### src/verilog/pswin_cfg.svh
// Constants for the setpoint, feedback and window block
`ifndef PSWIN_CFG_SVH
`define PSWIN_CFG_SVH

// ==========================================================
// Count scale
`define PSW_CNT_FS 13'h0FFF
`define PSW_CNT_MAX 13'h1332
`define PSW_CNT_FS_MUL 16'h0FFF
`define PSW_WORD_CNT_HI 12

// ==========================================================
// Reset values
`define PSW_GAIN_DEF 4'h8
`define PSW_SENS_DEF 3'h2

// ==========================================================
// Window timing: clock and tick in ns, timeout in tenths of a second
`define PSW_CLK_NS 5
`define PSW_TICK_NS 100000000
`define PSW_TMO_MAX_DS 8'h64
`define PSW_TMO_STEP_DS 8'h06

// ==========================================================
// Window half width: counts = (BASE + STEP * sens) * FS / DEN
`define PSW_WIN_BASE 16'h0007
`define PSW_WIN_STEP 16'h0004
`define PSW_WIN_DEN 28'h00002BC

// ==========================================================
// Full scale in scaled units (100% value times multiplier)
`define PSW_FS_B01_MPA 16'h2710
`define PSW_FS_B01_KG 16'h27D5
`define PSW_FS_B01_BAR 16'h2710
`define PSW_FS_B01_PSI 16'h38A8
`define PSW_FS_B01_KPA 16'h2710
`define PSW_FS_B05_MPA 16'hC350
`define PSW_FS_B05_KG 16'hC72A
`define PSW_FS_B05_BAR 16'hC350
`define PSW_FS_B05_PSI 16'h1C54
`define PSW_FS_B05_KPA 16'hC350
`define PSW_FS_B09_MPA 16'h2328
`define PSW_FS_B09_KG 16'h23DA
`define PSW_FS_B09_BAR 16'h2328
`define PSW_FS_B09_PSI 16'h32FD
`define PSW_FS_B09_KPA 16'h2328
`define PSW_FS_VAC_MPA 16'h1F40
`define PSW_FS_VAC_KG 16'h1FDE
`define PSW_FS_VAC_BAR 16'h1F40
`define PSW_FS_VAC_PSI 16'h2D53
`define PSW_FS_VAC_KPA 16'h1F40

`endif

### src/verilog/pswin_pkg.sv
// Types for the setpoint, feedback and window block
package pswin_pkg;
   typedef enum logic [2:0] {
      U_CNT = 3'h0,
      U_KGCM2 = 3'h1,
      U_BAR = 3'h2,
      U_PSI = 3'h3,
      U_KPA = 3'h4,
      U_MPA = 3'h5
   } unit_t;

   typedef enum logic [1:0] {
      B_01 = 2'h0,
      B_05 = 2'h1,
      B_09 = 2'h2,
      B_VAC = 2'h3
   } body_t;

   typedef enum logic [1:0] {
      W_IN = 2'h0,
      W_OUT = 2'h1,
      W_FAULT = 2'h3
   } win_state_t;
endpackage

### src/verilog/scale_if.sv
// Carrier between the top and the unit scaler
`timescale 1ns/1ps
interface scale_if;
   import pswin_pkg::*;
   unit_t unit;
   body_t body;
   logic [15:0] sp_word;
   logic [12:0] fb_count;
   logic [15:0] sp_scaled;
   logic [15:0] fb_scaled;

   modport scaler (input unit, input body, input sp_word, input fb_count,
      output sp_scaled, output fb_scaled);
   modport user (output unit, output body, output sp_word, output fb_count,
      input sp_scaled, input fb_scaled);
endinterface

### src/verilog/unit_scaler.sv
// Conversion between counts and scaled engineering units
`timescale 1ns/1ps
`include "pswin_cfg.svh"
module unit_scaler
   import pswin_pkg::*;
(
   scale_if.scaler s
);
   logic [15:0] fs_eng;
   logic [27:0] sp_prod;
   logic [27:0] sp_quot;
   logic [28:0] fb_prod;
   logic [28:0] fb_quot;

   // ==========================================================
   // Full scale per body and unit
   // body range multipliers
   always_comb begin
      case ({s.body, s.unit})
         {B_01, U_MPA}: fs_eng = `PSW_FS_B01_MPA;
         {B_01, U_KGCM2}: fs_eng = `PSW_FS_B01_KG;
         {B_01, U_BAR}: fs_eng = `PSW_FS_B01_BAR;
         {B_01, U_PSI}: fs_eng = `PSW_FS_B01_PSI;
         {B_01, U_KPA}: fs_eng = `PSW_FS_B01_KPA;
         {B_05, U_MPA}: fs_eng = `PSW_FS_B05_MPA;
         {B_05, U_KGCM2}: fs_eng = `PSW_FS_B05_KG;
         {B_05, U_BAR}: fs_eng = `PSW_FS_B05_BAR;
         {B_05, U_PSI}: fs_eng = `PSW_FS_B05_PSI;
         {B_05, U_KPA}: fs_eng = `PSW_FS_B05_KPA;
         {B_09, U_MPA}: fs_eng = `PSW_FS_B09_MPA;
         {B_09, U_KGCM2}: fs_eng = `PSW_FS_B09_KG;
         {B_09, U_BAR}: fs_eng = `PSW_FS_B09_BAR;
         {B_09, U_PSI}: fs_eng = `PSW_FS_B09_PSI;
         {B_09, U_KPA}: fs_eng = `PSW_FS_B09_KPA;
         {B_VAC, U_MPA}: fs_eng = `PSW_FS_VAC_MPA;
         {B_VAC, U_KGCM2}: fs_eng = `PSW_FS_VAC_KG;
         {B_VAC, U_BAR}: fs_eng = `PSW_FS_VAC_BAR;
         {B_VAC, U_PSI}: fs_eng = `PSW_FS_VAC_PSI;
         {B_VAC, U_KPA}: fs_eng = `PSW_FS_VAC_KPA;
         default: fs_eng = `PSW_CNT_FS_MUL;
      endcase
   end

   // ==========================================================
   // Setpoint to counts, counts to feedback
   // scaled setpoint to counts
   assign sp_prod = 28'(s.sp_word) * 28'(`PSW_CNT_FS_MUL);
   assign sp_quot = sp_prod / 28'(fs_eng);
   assign fb_prod = 29'(s.fb_count) * 29'(fs_eng);
   assign fb_quot = fb_prod / 29'(`PSW_CNT_FS_MUL);
   assign s.sp_scaled = (sp_quot[27:16] != 12'h000) ? 16'hFFFF : sp_quot[15:0];
   assign s.fb_scaled = (fb_quot[28:16] != 13'h0000) ? 16'hFFFF : fb_quot[15:0];
endmodule // unit_scaler

### src/verilog/window_mon.sv
// In-range window diagnostic
`timescale 1ns/1ps
`include "pswin_cfg.svh"
module window_mon
   import pswin_pkg::*;
(
   input wire logic clk,
   input wire logic rst_n,
   input wire logic tick,
   input wire logic [12:0] sp_count,
   input wire logic [12:0] fb_count,
   input wire logic [3:0] gain,
   input wire logic [2:0] sens,
   output logic fault
);
   win_state_t state_reg;
   win_state_t state_next;
   logic [7:0] elapsed_reg;
   logic [7:0] elapsed_next;
   logic [7:0] timeout_ds;
   logic [27:0] half_prod;
   logic [12:0] half_width;
   logic [12:0] diff;
   logic outside;
   logic expired;

   // ==========================================================
   // Window width and timeout
   // half width from deadband
   assign half_prod = 28'(`PSW_WIN_BASE + `PSW_WIN_STEP * 16'(sens)) * 28'(`PSW_CNT_FS_MUL);
   assign half_width = 13'(half_prod / `PSW_WIN_DEN);
   assign timeout_ds = `PSW_TMO_MAX_DS - `PSW_TMO_STEP_DS * 8'(gain);
   assign diff = (fb_count > sp_count) ? fb_count - sp_count : sp_count - fb_count;
   assign outside = diff > half_width;
   assign expired = tick && (elapsed_reg + 8'h01 >= timeout_ds);

   // ==========================================================
   // Window state
   // set after timeout, clear inside
   always_comb begin
      state_next = state_reg;
      elapsed_next = elapsed_reg;
      case (state_reg)
         W_IN: begin
            elapsed_next = 8'h00;
            if (outside) state_next = W_OUT;
         end
         W_OUT: begin
            if (!outside) begin
               state_next = W_IN;
               elapsed_next = 8'h00;
            end else if (expired) begin
               state_next = W_FAULT;
            end else if (tick) begin
               elapsed_next = elapsed_reg + 8'h01;
            end
         end
         W_FAULT: begin
            if (!outside) state_next = W_IN;
            elapsed_next = 8'h00;
         end
         default: begin
            state_next = W_IN;
            elapsed_next = 8'h00;
         end
      endcase
   end

   always_ff @(posedge clk or negedge rst_n) begin
      if (!rst_n) begin
         state_reg <= W_IN;
         elapsed_reg <= 8'h00;
      end else begin
         state_reg <= state_next;
         elapsed_reg <= elapsed_next;
      end
   end

   assign fault = (state_reg == W_FAULT);
endmodule // window_mon

### src/verilog/pswin_top.sv
// Setpoint, feedback and in-range window diagnostic top
`timescale 1ns/1ps
`include "pswin_cfg.svh"
module pswin_top
   import pswin_pkg::*;
#(
   parameter int TICK_CYCLES = `PSW_TICK_NS / `PSW_CLK_NS
)
(
   input wire logic CLK,
   input wire logic RSTN,
   input wire logic [15:0] SETPOINT_WORD,
   input wire logic [12:0] FEEDBACK_COUNT,
   input wire logic [1:0] BODY_SEL,
   input wire logic [2:0] UNIT_SEL,
   input wire logic UNIT_WR,
   input wire logic NV_LOAD,
   input wire logic [2:0] NV_UNIT,
   input wire logic [3:0] GAIN_IN,
   input wire logic GAIN_WR,
   input wire logic [2:0] SENS_IN,
   input wire logic SENS_WR,
   output logic [12:0] SETPOINT_COUNT,
   output logic [15:0] FEEDBACK_WORD,
   output logic WINDOW_FAULT,
   output logic [2:0] UNIT_ACTIVE,
   output logic [3:0] GAIN_ACTIVE,
   output logic [2:0] SENS_ACTIVE,
   output logic NV_WR,
   output logic [2:0] NV_WR_UNIT
);
   unit_t unit_reg;
   unit_t unit_next;
   logic [3:0] gain_reg;
   logic [2:0] sens_reg;
   logic [12:0] sp_reg;
   logic [12:0] sp_next;
   logic [15:0] fb_reg;
   logic [15:0] fb_next;
   logic nv_wr_reg;
   logic [31:0] div_reg;
   logic tick;
   logic [12:0] sp_limit;
   logic [15:0] sp_raw;
   logic sp_over;
   logic [12:0] fb_clip;
   logic unit_ok;
   logic nv_ok;
   scale_if sif ();

   // ==========================================================
   // Unit scaler
   assign sif.unit = unit_reg;
   assign sif.body = body_t'(BODY_SEL);
   assign sif.sp_word = SETPOINT_WORD;
   assign sif.fb_count = fb_clip;

   unit_scaler u_scaler (
      .s(sif.scaler)
   );

   // ==========================================================
   // Settings
   assign unit_ok = (UNIT_SEL <= U_MPA);
   assign nv_ok = (NV_UNIT <= U_MPA);

   always_comb begin
      unit_next = unit_reg;
      if (UNIT_WR && unit_ok) unit_next = unit_t'(UNIT_SEL);
      else if (NV_LOAD && nv_ok) unit_next = unit_t'(NV_UNIT);
   end

   always_ff @(posedge CLK or negedge RSTN) begin
      if (!RSTN) unit_reg <= U_CNT;
      else unit_reg <= unit_next;
   end

   always_ff @(posedge CLK or negedge RSTN) begin
      if (!RSTN) gain_reg <= `PSW_GAIN_DEF;
      else if (GAIN_WR) gain_reg <= GAIN_IN;
   end

   always_ff @(posedge CLK or negedge RSTN) begin
      if (!RSTN) sens_reg <= `PSW_SENS_DEF;
      else if (SENS_WR) sens_reg <= SENS_IN;
   end

   always_ff @(posedge CLK or negedge RSTN) begin
      if (!RSTN) nv_wr_reg <= 1'b0;
      else nv_wr_reg <= UNIT_WR && unit_ok;
   end

   // ==========================================================
   // Setpoint path
   // vacuum limit
   assign sp_limit = (body_t'(BODY_SEL) == B_VAC) ? `PSW_CNT_FS : `PSW_CNT_MAX;
   assign sp_raw = (unit_reg == U_CNT) ? {3'h0, SETPOINT_WORD[`PSW_WORD_CNT_HI:0]} :
      sif.sp_scaled;
   assign sp_over = sp_raw > {3'h0, sp_limit};
   assign sp_next = sp_over ? sp_limit : sp_raw[12:0];

   always_ff @(posedge CLK or negedge RSTN) begin
      if (!RSTN) sp_reg <= 13'h0000;
      else sp_reg <= sp_next;
   end

   // ==========================================================
   // Feedback path
   assign fb_clip = (FEEDBACK_COUNT > `PSW_CNT_MAX) ? `PSW_CNT_MAX : FEEDBACK_COUNT;
   assign fb_next = (unit_reg == U_CNT) ? {3'h0, fb_clip} : sif.fb_scaled;

   always_ff @(posedge CLK or negedge RSTN) begin
      if (!RSTN) fb_reg <= 16'h0000;
      else fb_reg <= fb_next;
   end

   // ==========================================================
   // Tenth-second tick
   assign tick = (div_reg == 32'(TICK_CYCLES - 1));

   always_ff @(posedge CLK or negedge RSTN) begin
      if (!RSTN) div_reg <= 32'h00000000;
      else if (tick) div_reg <= 32'h00000000;
      else div_reg <= div_reg + 32'h00000001;
   end

   // ==========================================================
   // Window diagnostic
   // no enable
   window_mon u_window (
      .clk(CLK),
      .rst_n(RSTN),
      .tick(tick),
      .sp_count(sp_reg),
      .fb_count(fb_clip),
      .gain(gain_reg),
      .sens(sens_reg),
      .fault(WINDOW_FAULT)
   );

   // ==========================================================
   // Outputs
   assign SETPOINT_COUNT = sp_reg;
   assign FEEDBACK_WORD = fb_reg;
   assign UNIT_ACTIVE = unit_reg;
   assign GAIN_ACTIVE = gain_reg;
   assign SENS_ACTIVE = sens_reg;
   assign NV_WR = nv_wr_reg;
   assign NV_WR_UNIT = unit_reg;
endmodule // pswin_top

### config.mk
export PLATFORM = sky130hd
export DESIGN_NAME = pswin_top
export DESIGN_NICKNAME = d
export VERILOG_FILES = /design/src/verilog/pswin_pkg.sv /design/src/verilog/scale_if.sv /design/src/verilog/unit_scaler.sv /design/src/verilog/window_mon.sv /design/src/verilog/pswin_top.sv
export VERILOG_INCLUDE_DIRS = /design/src /design/src/verilog
export SDC_FILE = /design/constraint.sdc
export NUM_CORES = 2
export LEC_CHECK = 0
export ABC_AREA = 0
export ABC_CLOCK_PERIOD_IN_PS = 79500
export BUFFER_PORTS_ARGS = -buffer_cell sky130_fd_sc_hd__buf_2
export CELL_PAD_IN_SITES_DETAIL_PLACEMENT = 2
export CELL_PAD_IN_SITES_GLOBAL_PLACEMENT = 2
export CORE_ASPECT_RATIO = 0.9
export CORE_UTILIZATION = 40
export CTS_CLUSTER_SIZE = 20
export DETAILED_ROUTE_END_ITERATION = 16
export PLACE_DENSITY = 0.91
export SLEW_MARGIN = 20
export SYNTH_ARGS = -nofsm -noshare
export SYNTH_HDL_FRONTEND = slang
export SYNTH_SLANG_ARGS = --single-unit
### constraint.sdc
create_clock -name CLK -period 79.5 [get_ports CLK]
set_input_delay 15.9 -clock CLK [delete_from_list [all_inputs] [get_ports CLK]]
set_output_delay 15.9 -clock CLK [all_outputs]
set_load 0.01 [all_outputs]
==> results.py, run 1 <==
metrics = {
    "synthesis": {
        "ys_async_sr_fraction_pct": 100,
        "muxShareOfSynthArea_pct": 3.30,
        "synth_nets": 6157,
        "synth_compound_area_share_pct": 26.7,
        "syn_area_um2": 40300,
        "yosys.area_share.simple_pct": 23.6,
        "synth-edff-count": 0,
        "synth-xor-area-share_pct": 6.48,
        "synth_top_family_by_area": "adder cells",
        "synth_warnings": 0,
        "ys_types": 136,
        "synthFlopType": "dfrtp_1",
        "synthAdderAreaFrac_pct": 28.7,
        "ys_ff_latch": 82,
        "synth_cells": 5340,
        "synth-seq-area-share_pct": 5.10,
        "post_synth.cell_area_avg_um2": 7.55,
    },
    "outcome": {
        "haltStage": "global routing",
        "status": "stopped before the end",
        "error": "[ERROR GRT-0116] Global routing finished with congestion. Check the congestion regions in the DRC Viewer.",
    },
    "cts": {
        "cts_root_buf": "clkbuf_16",
        "clock_path_buffers": 2,
        "cts_buffers": 9,
        "cts_sinks": 82,
        "htreeDepth": 3,
    },
    "floorplan": {
        "pin_count": 94,
        "num_rows": 110,
        "die_w_um": 337,
        "die_y_um": 303,
        "start_util_pct": 40.3,
    },
    "global_routing": {
        "grt_usage_pct": 73.3,
        "overflow": 140,
        "grt_pass1_wl_mm": 546,
        "grt_pass1_vias": 69672,
        "grt_max_degree": 57,
    },
    "place": {
        "port_buffers": 93,
        "dp_hpwl_mm": 169,
        "gp_congestion": 0.932,
        "dpl_worst_slack_ns": -6.92,
    },
}
## Yosys cell counts (all sizes together), types with 112 or more instances
cell	n	area share [%]
nor3	268	3.4
xor2	115	2.5
o31ai	122	2.4
clkbuf	112	1.0
o21ai	234	3.0
inv	464	4.3
o21a	235	4.4
a21oi	300	3.8
fa	258	13
nand2	525	4.9
a21o	117	2.2
ha	509	16
nor2	462	4.3
xnor2	183	4.0
## timing repair
| item | 4_1_cts |
|---|---|
| hold buffers | 0 |
| gates cloned | 2 |
| setup endpoints to repair | 13 |
| buffers inserted | 409 |
| pin swaps | 237 |
| resized for setup | 202 |
## cells by family after synthesis
logic type,Yosys count
simple gates,1920
buf+inv,635
xor+xnor,298
flops,82
mux,123
fa+ha+maj,772
compound gates,1510
## routing by layer
metal	global-route usage, %	overflow
met2	92.4	72
met1	72.1	2
met5	21.6	0
met3	57.8	2
met4	73.2	64
## stage by stage
stage | setup TNS, ns | instance area (µm²) | utilization [%] | instances
after detailed placement | -89.40 | 44200 | 44.2 | 6863
after CTS | -41.02 | 48500 | 48.5 | 7289
after global placement | 0 | 44200 | 44.2 | 6863
after floorplan | -24.57 | 41200 | - | 5340
==> run 2, diff against run 1 <==
CELL_PAD_IN_SITES_DETAIL_PLACEMENT = not set   (was 2)
CELL_PAD_IN_SITES_GLOBAL_PLACEMENT = not set   (was 2)
CORE_ASPECT_RATIO = not set   (was 0.9)
CTS_CLUSTER_SIZE = not set   (was 20)
PLACE_DENSITY = not set   (was 0.91)
PLACE_DENSITY_LB_ADDON = 0.15   (was not set)
==> run 2 against run 1 <==
  * The flow now finishes, with violations (setup timing)
  * Synthesized cell count unchanged
  * Synthesized area unchanged
==> results.py, run 2 <==
metrics = {
    "synthesis": {
        "synth-seq-area-share_pct": 5.10,
        "synthFlopType": "dfrtp_1",
        "synth_nets": 6157,
        "synth_common_cells": "nand2_1 (523), ha_1 (509), inv_1 (462), nor2_1 (461), a21oi_1 (290)",
        "synth.area.top_cells": "ha_1 (16%), fa_1 (13%), dfrtp_1 (5.0%)",
        "synth_top_cell_by_area": "ha_1",
        "syn_area_um2": 40300,
        "ys_ff_latch": 82,
        "ys_async_sr_fraction_pct": 100,
        "synth-edff-count": 0,
        "synth_cells": 5340,
        "ys_types": 136,
        "synth_most_common_cell": "nand2_1",
        "post_synth.cell_area_avg_um2": 7.55,
        "synth_warnings": 0,
        "yosysTopAreaCellShare_pct": 15.8,
    },
    "route": {
        "vias_per_cell": 5.82,
        "drc": 0,
        "antenna_left": 0,
        "routedWlPerCell_um": 19.0,
        "drt-initial-drc-count": 2635,
        "firstDrtPassIters": 6,
        "routed_wl_mm": 134,
        "wl_met1_mm": 62.6,
        "dr.max_layer_used": "met4",
        "dr_wl_met3_mm": 7.06,
        "wl_met2_mm": 61.7,
        "vias": 41256,
    },
    "sta": {
        "rsz0062_at_grt": "yes",
        "finalWorstSetupSlack_ns": -0.504,
        "tightest_slew_ns": 1.06,
        "period_share_pct": 101,
        "maxSlewHeadroom_pct": 29.2,
        "finalSetupViolCount": 13,
        "min_period_ns": 80.00,
        "slew_violations": 0,
        "hold_slack_ns": 0.476,
        "hold_viol": 0,
        "clock_skew_ns": 0.0176,
        "timing.fmax_ghz": 0.0125,
    },
    "critical_path": {
        "cpMaxStageDelayCell": "fa_2",
        "reg2reg_to": "SETPOINT_COUNT[2]",
        "startpoint": "SETPOINT_WORD[1]",
        "critPathRequiredTime_ns": 79.77,
        "cpMostUsedCell": "o21a_1",
        "critPathTopFamily": "compound AO/OA/AOI/OAI gates",
        "r2r-start": "NV_WR_UNIT[1]",
        "endpoint_kind": "flop",
        "crit_path_start_kind": "input pin",
        "r2r_cells": 356,
        "path_buf_inv": 45,
        "crit_fanout": 12,
        "max_stage_delay_ns": 0.60,
        "reg2reg_setup_slack_ns": 16.98,
        "critPathArrivalTime_ns": 80.27,
        "critPathKind": "input pin to flop",
    },
    "floorplan": {
        "pin_count": 94,
        "core-area_um2": 100000,
        "die_w_um": 319,
        "start_util_pct": 40.3,
        "die_y_um": 319,
        "die-area_um2": 102000,
        "num_rows": 116,
    },
    "cts": {
        "cts_sinks": 82,
        "clk_latency_ns": 0.40,
        "cts_buffers": 9,
        "htreeDepth": 3,
        "cts_root_buf": "clkbuf_16",
        "path_clk_slew_ns": 0.07,
        "tritoncts": "yes",
        "clock_path_buffers": 2,
    },
    "final_layout": {
        "final_area_um2": 47000,
        "syn_to_final_growth_pct": 16.5,
        "fillCellCount": 10065,
        "mostFrequentLayoutCells": "nand2_1 (516), buf_4 (495), ha_1 (489), inv_1 (436), nor2_1 (435)",
        "nNetsFinal": 6601,
        "final_common_cell": "nand2_1",
        "largest_register_ffs": 32,
        "drive_above_1_share_pct": 18.3,
    },
    "outcome": {
        "status": "finished, violations left",
        "violations": "setup timing",
    },
    "global_routing": {
        "grt_pass1_wl_mm": 211,
        "antenna_found_initial": 0,
        "grt_max_degree": 48,
        "grt_pass1_vias": 39040,
        "overflow": 0,
        "grt_usage_pct": 25.4,
    },
    "place": {
        "dpl_cell_area_um2": 44200,
        "dp_hpwl_mm": 106,
        "port_buffers": 93,
        "dpl_worst_slack_ns": -1.10,
        "gp_congestion": 0.945,
    },
    "hold_path": {
        "hold_start": "div_reg[31]",
        "holdPathStages": 1,
        "holdCritPathClass": "flop to flop",
        "min_to": "div_reg[31]",
    },
    "job": {
        "cap_violations": 0,
    },
}
## run 2: cell counts after synthesis
No cell type changed its count.
## run 2: through the flow
step	utilization (%)	TNS, ns	instances
final	47.0	-5.24	7088
after global routing	47.0	-47.93	7087
after CTS	45.8	0	6986
after detailed placement	44.2	-12.81	6832
after global placement	44.2	0	6832
after floorplan	-	-24.57	5340
## run 2: cells by family (layout without fill, tap and decap cells)
| family | count (synthesis) | count (layout) | share of synthesized area [%] |
|---|---|---|---|
| flops | 82 | 82 | 5.10 |
| mux | 123 | 123 | 3.30 |
| fa+ha+maj | 772 | 772 | 28.7 |
| buf+inv | 635 | 1083 | 6.11 |
| xor+xnor | 298 | 298 | 6.48 |
| simple gates | 1920 | 1921 | 23.6 |
| compound gates | 1510 | 1510 | 26.7 |
| other cells | 0 | 1 | 0 |
## run 2: worst max path at each step
stage / cells past startpoint / to / slack [ns]
finish: 368 / SETPOINT_COUNT[2] / -0.50
global route: 371 / SETPOINT_COUNT[2] / -3.79
CTS: 372 / SETPOINT_COUNT[2] / 0.004
detailed placement: 365 / SETPOINT_COUNT[2] / -1.10
global placement: 368 / SETPOINT_COUNT[2] / 0.009
floorplan: 397 / SETPOINT_COUNT[10] / -2.01
## run 2: routing by layer
metal  track usage (%)  vias to the layer above
li1                  -                    20239
met1              35.0                    19741
met2              42.5                     1103
met3              2.49                      173
met4              6.21                        0
met5                 0                        -
## run 2: repair_timing
item | CTS | global route
hold buffers | 0 | 0
gates resized for setup | 37 | 115
gates cloned | 2 | 0
buffers inserted | 136 | 101
setup endpoints to repair | 13 | 13
pin swaps | 101 | 159
## run 2: area by class of cell
type | count | area, µm² | share of cell area (%)
Multi-Input combinational cell | 4624 | 36800 | 78.4
Inverter | 467 | 1750 | 3.73
Timing Repair Buffer | 600 | 4410 | 9.39
Tap cell | 1298 | 1620 | 3.46
Clock buffer | 9 | 225 | 0.480
Clock inverter | 7 | 66.3 | 0.141
Sequential cell | 82 | 2050 | 4.37
Antenna cell | 1 | 2.50 | 0.00533
Power of run 2 is left out: the tool's default activity adds up to more than one toggle a clock period on the data nets, which glitch-free logic cannot reach.
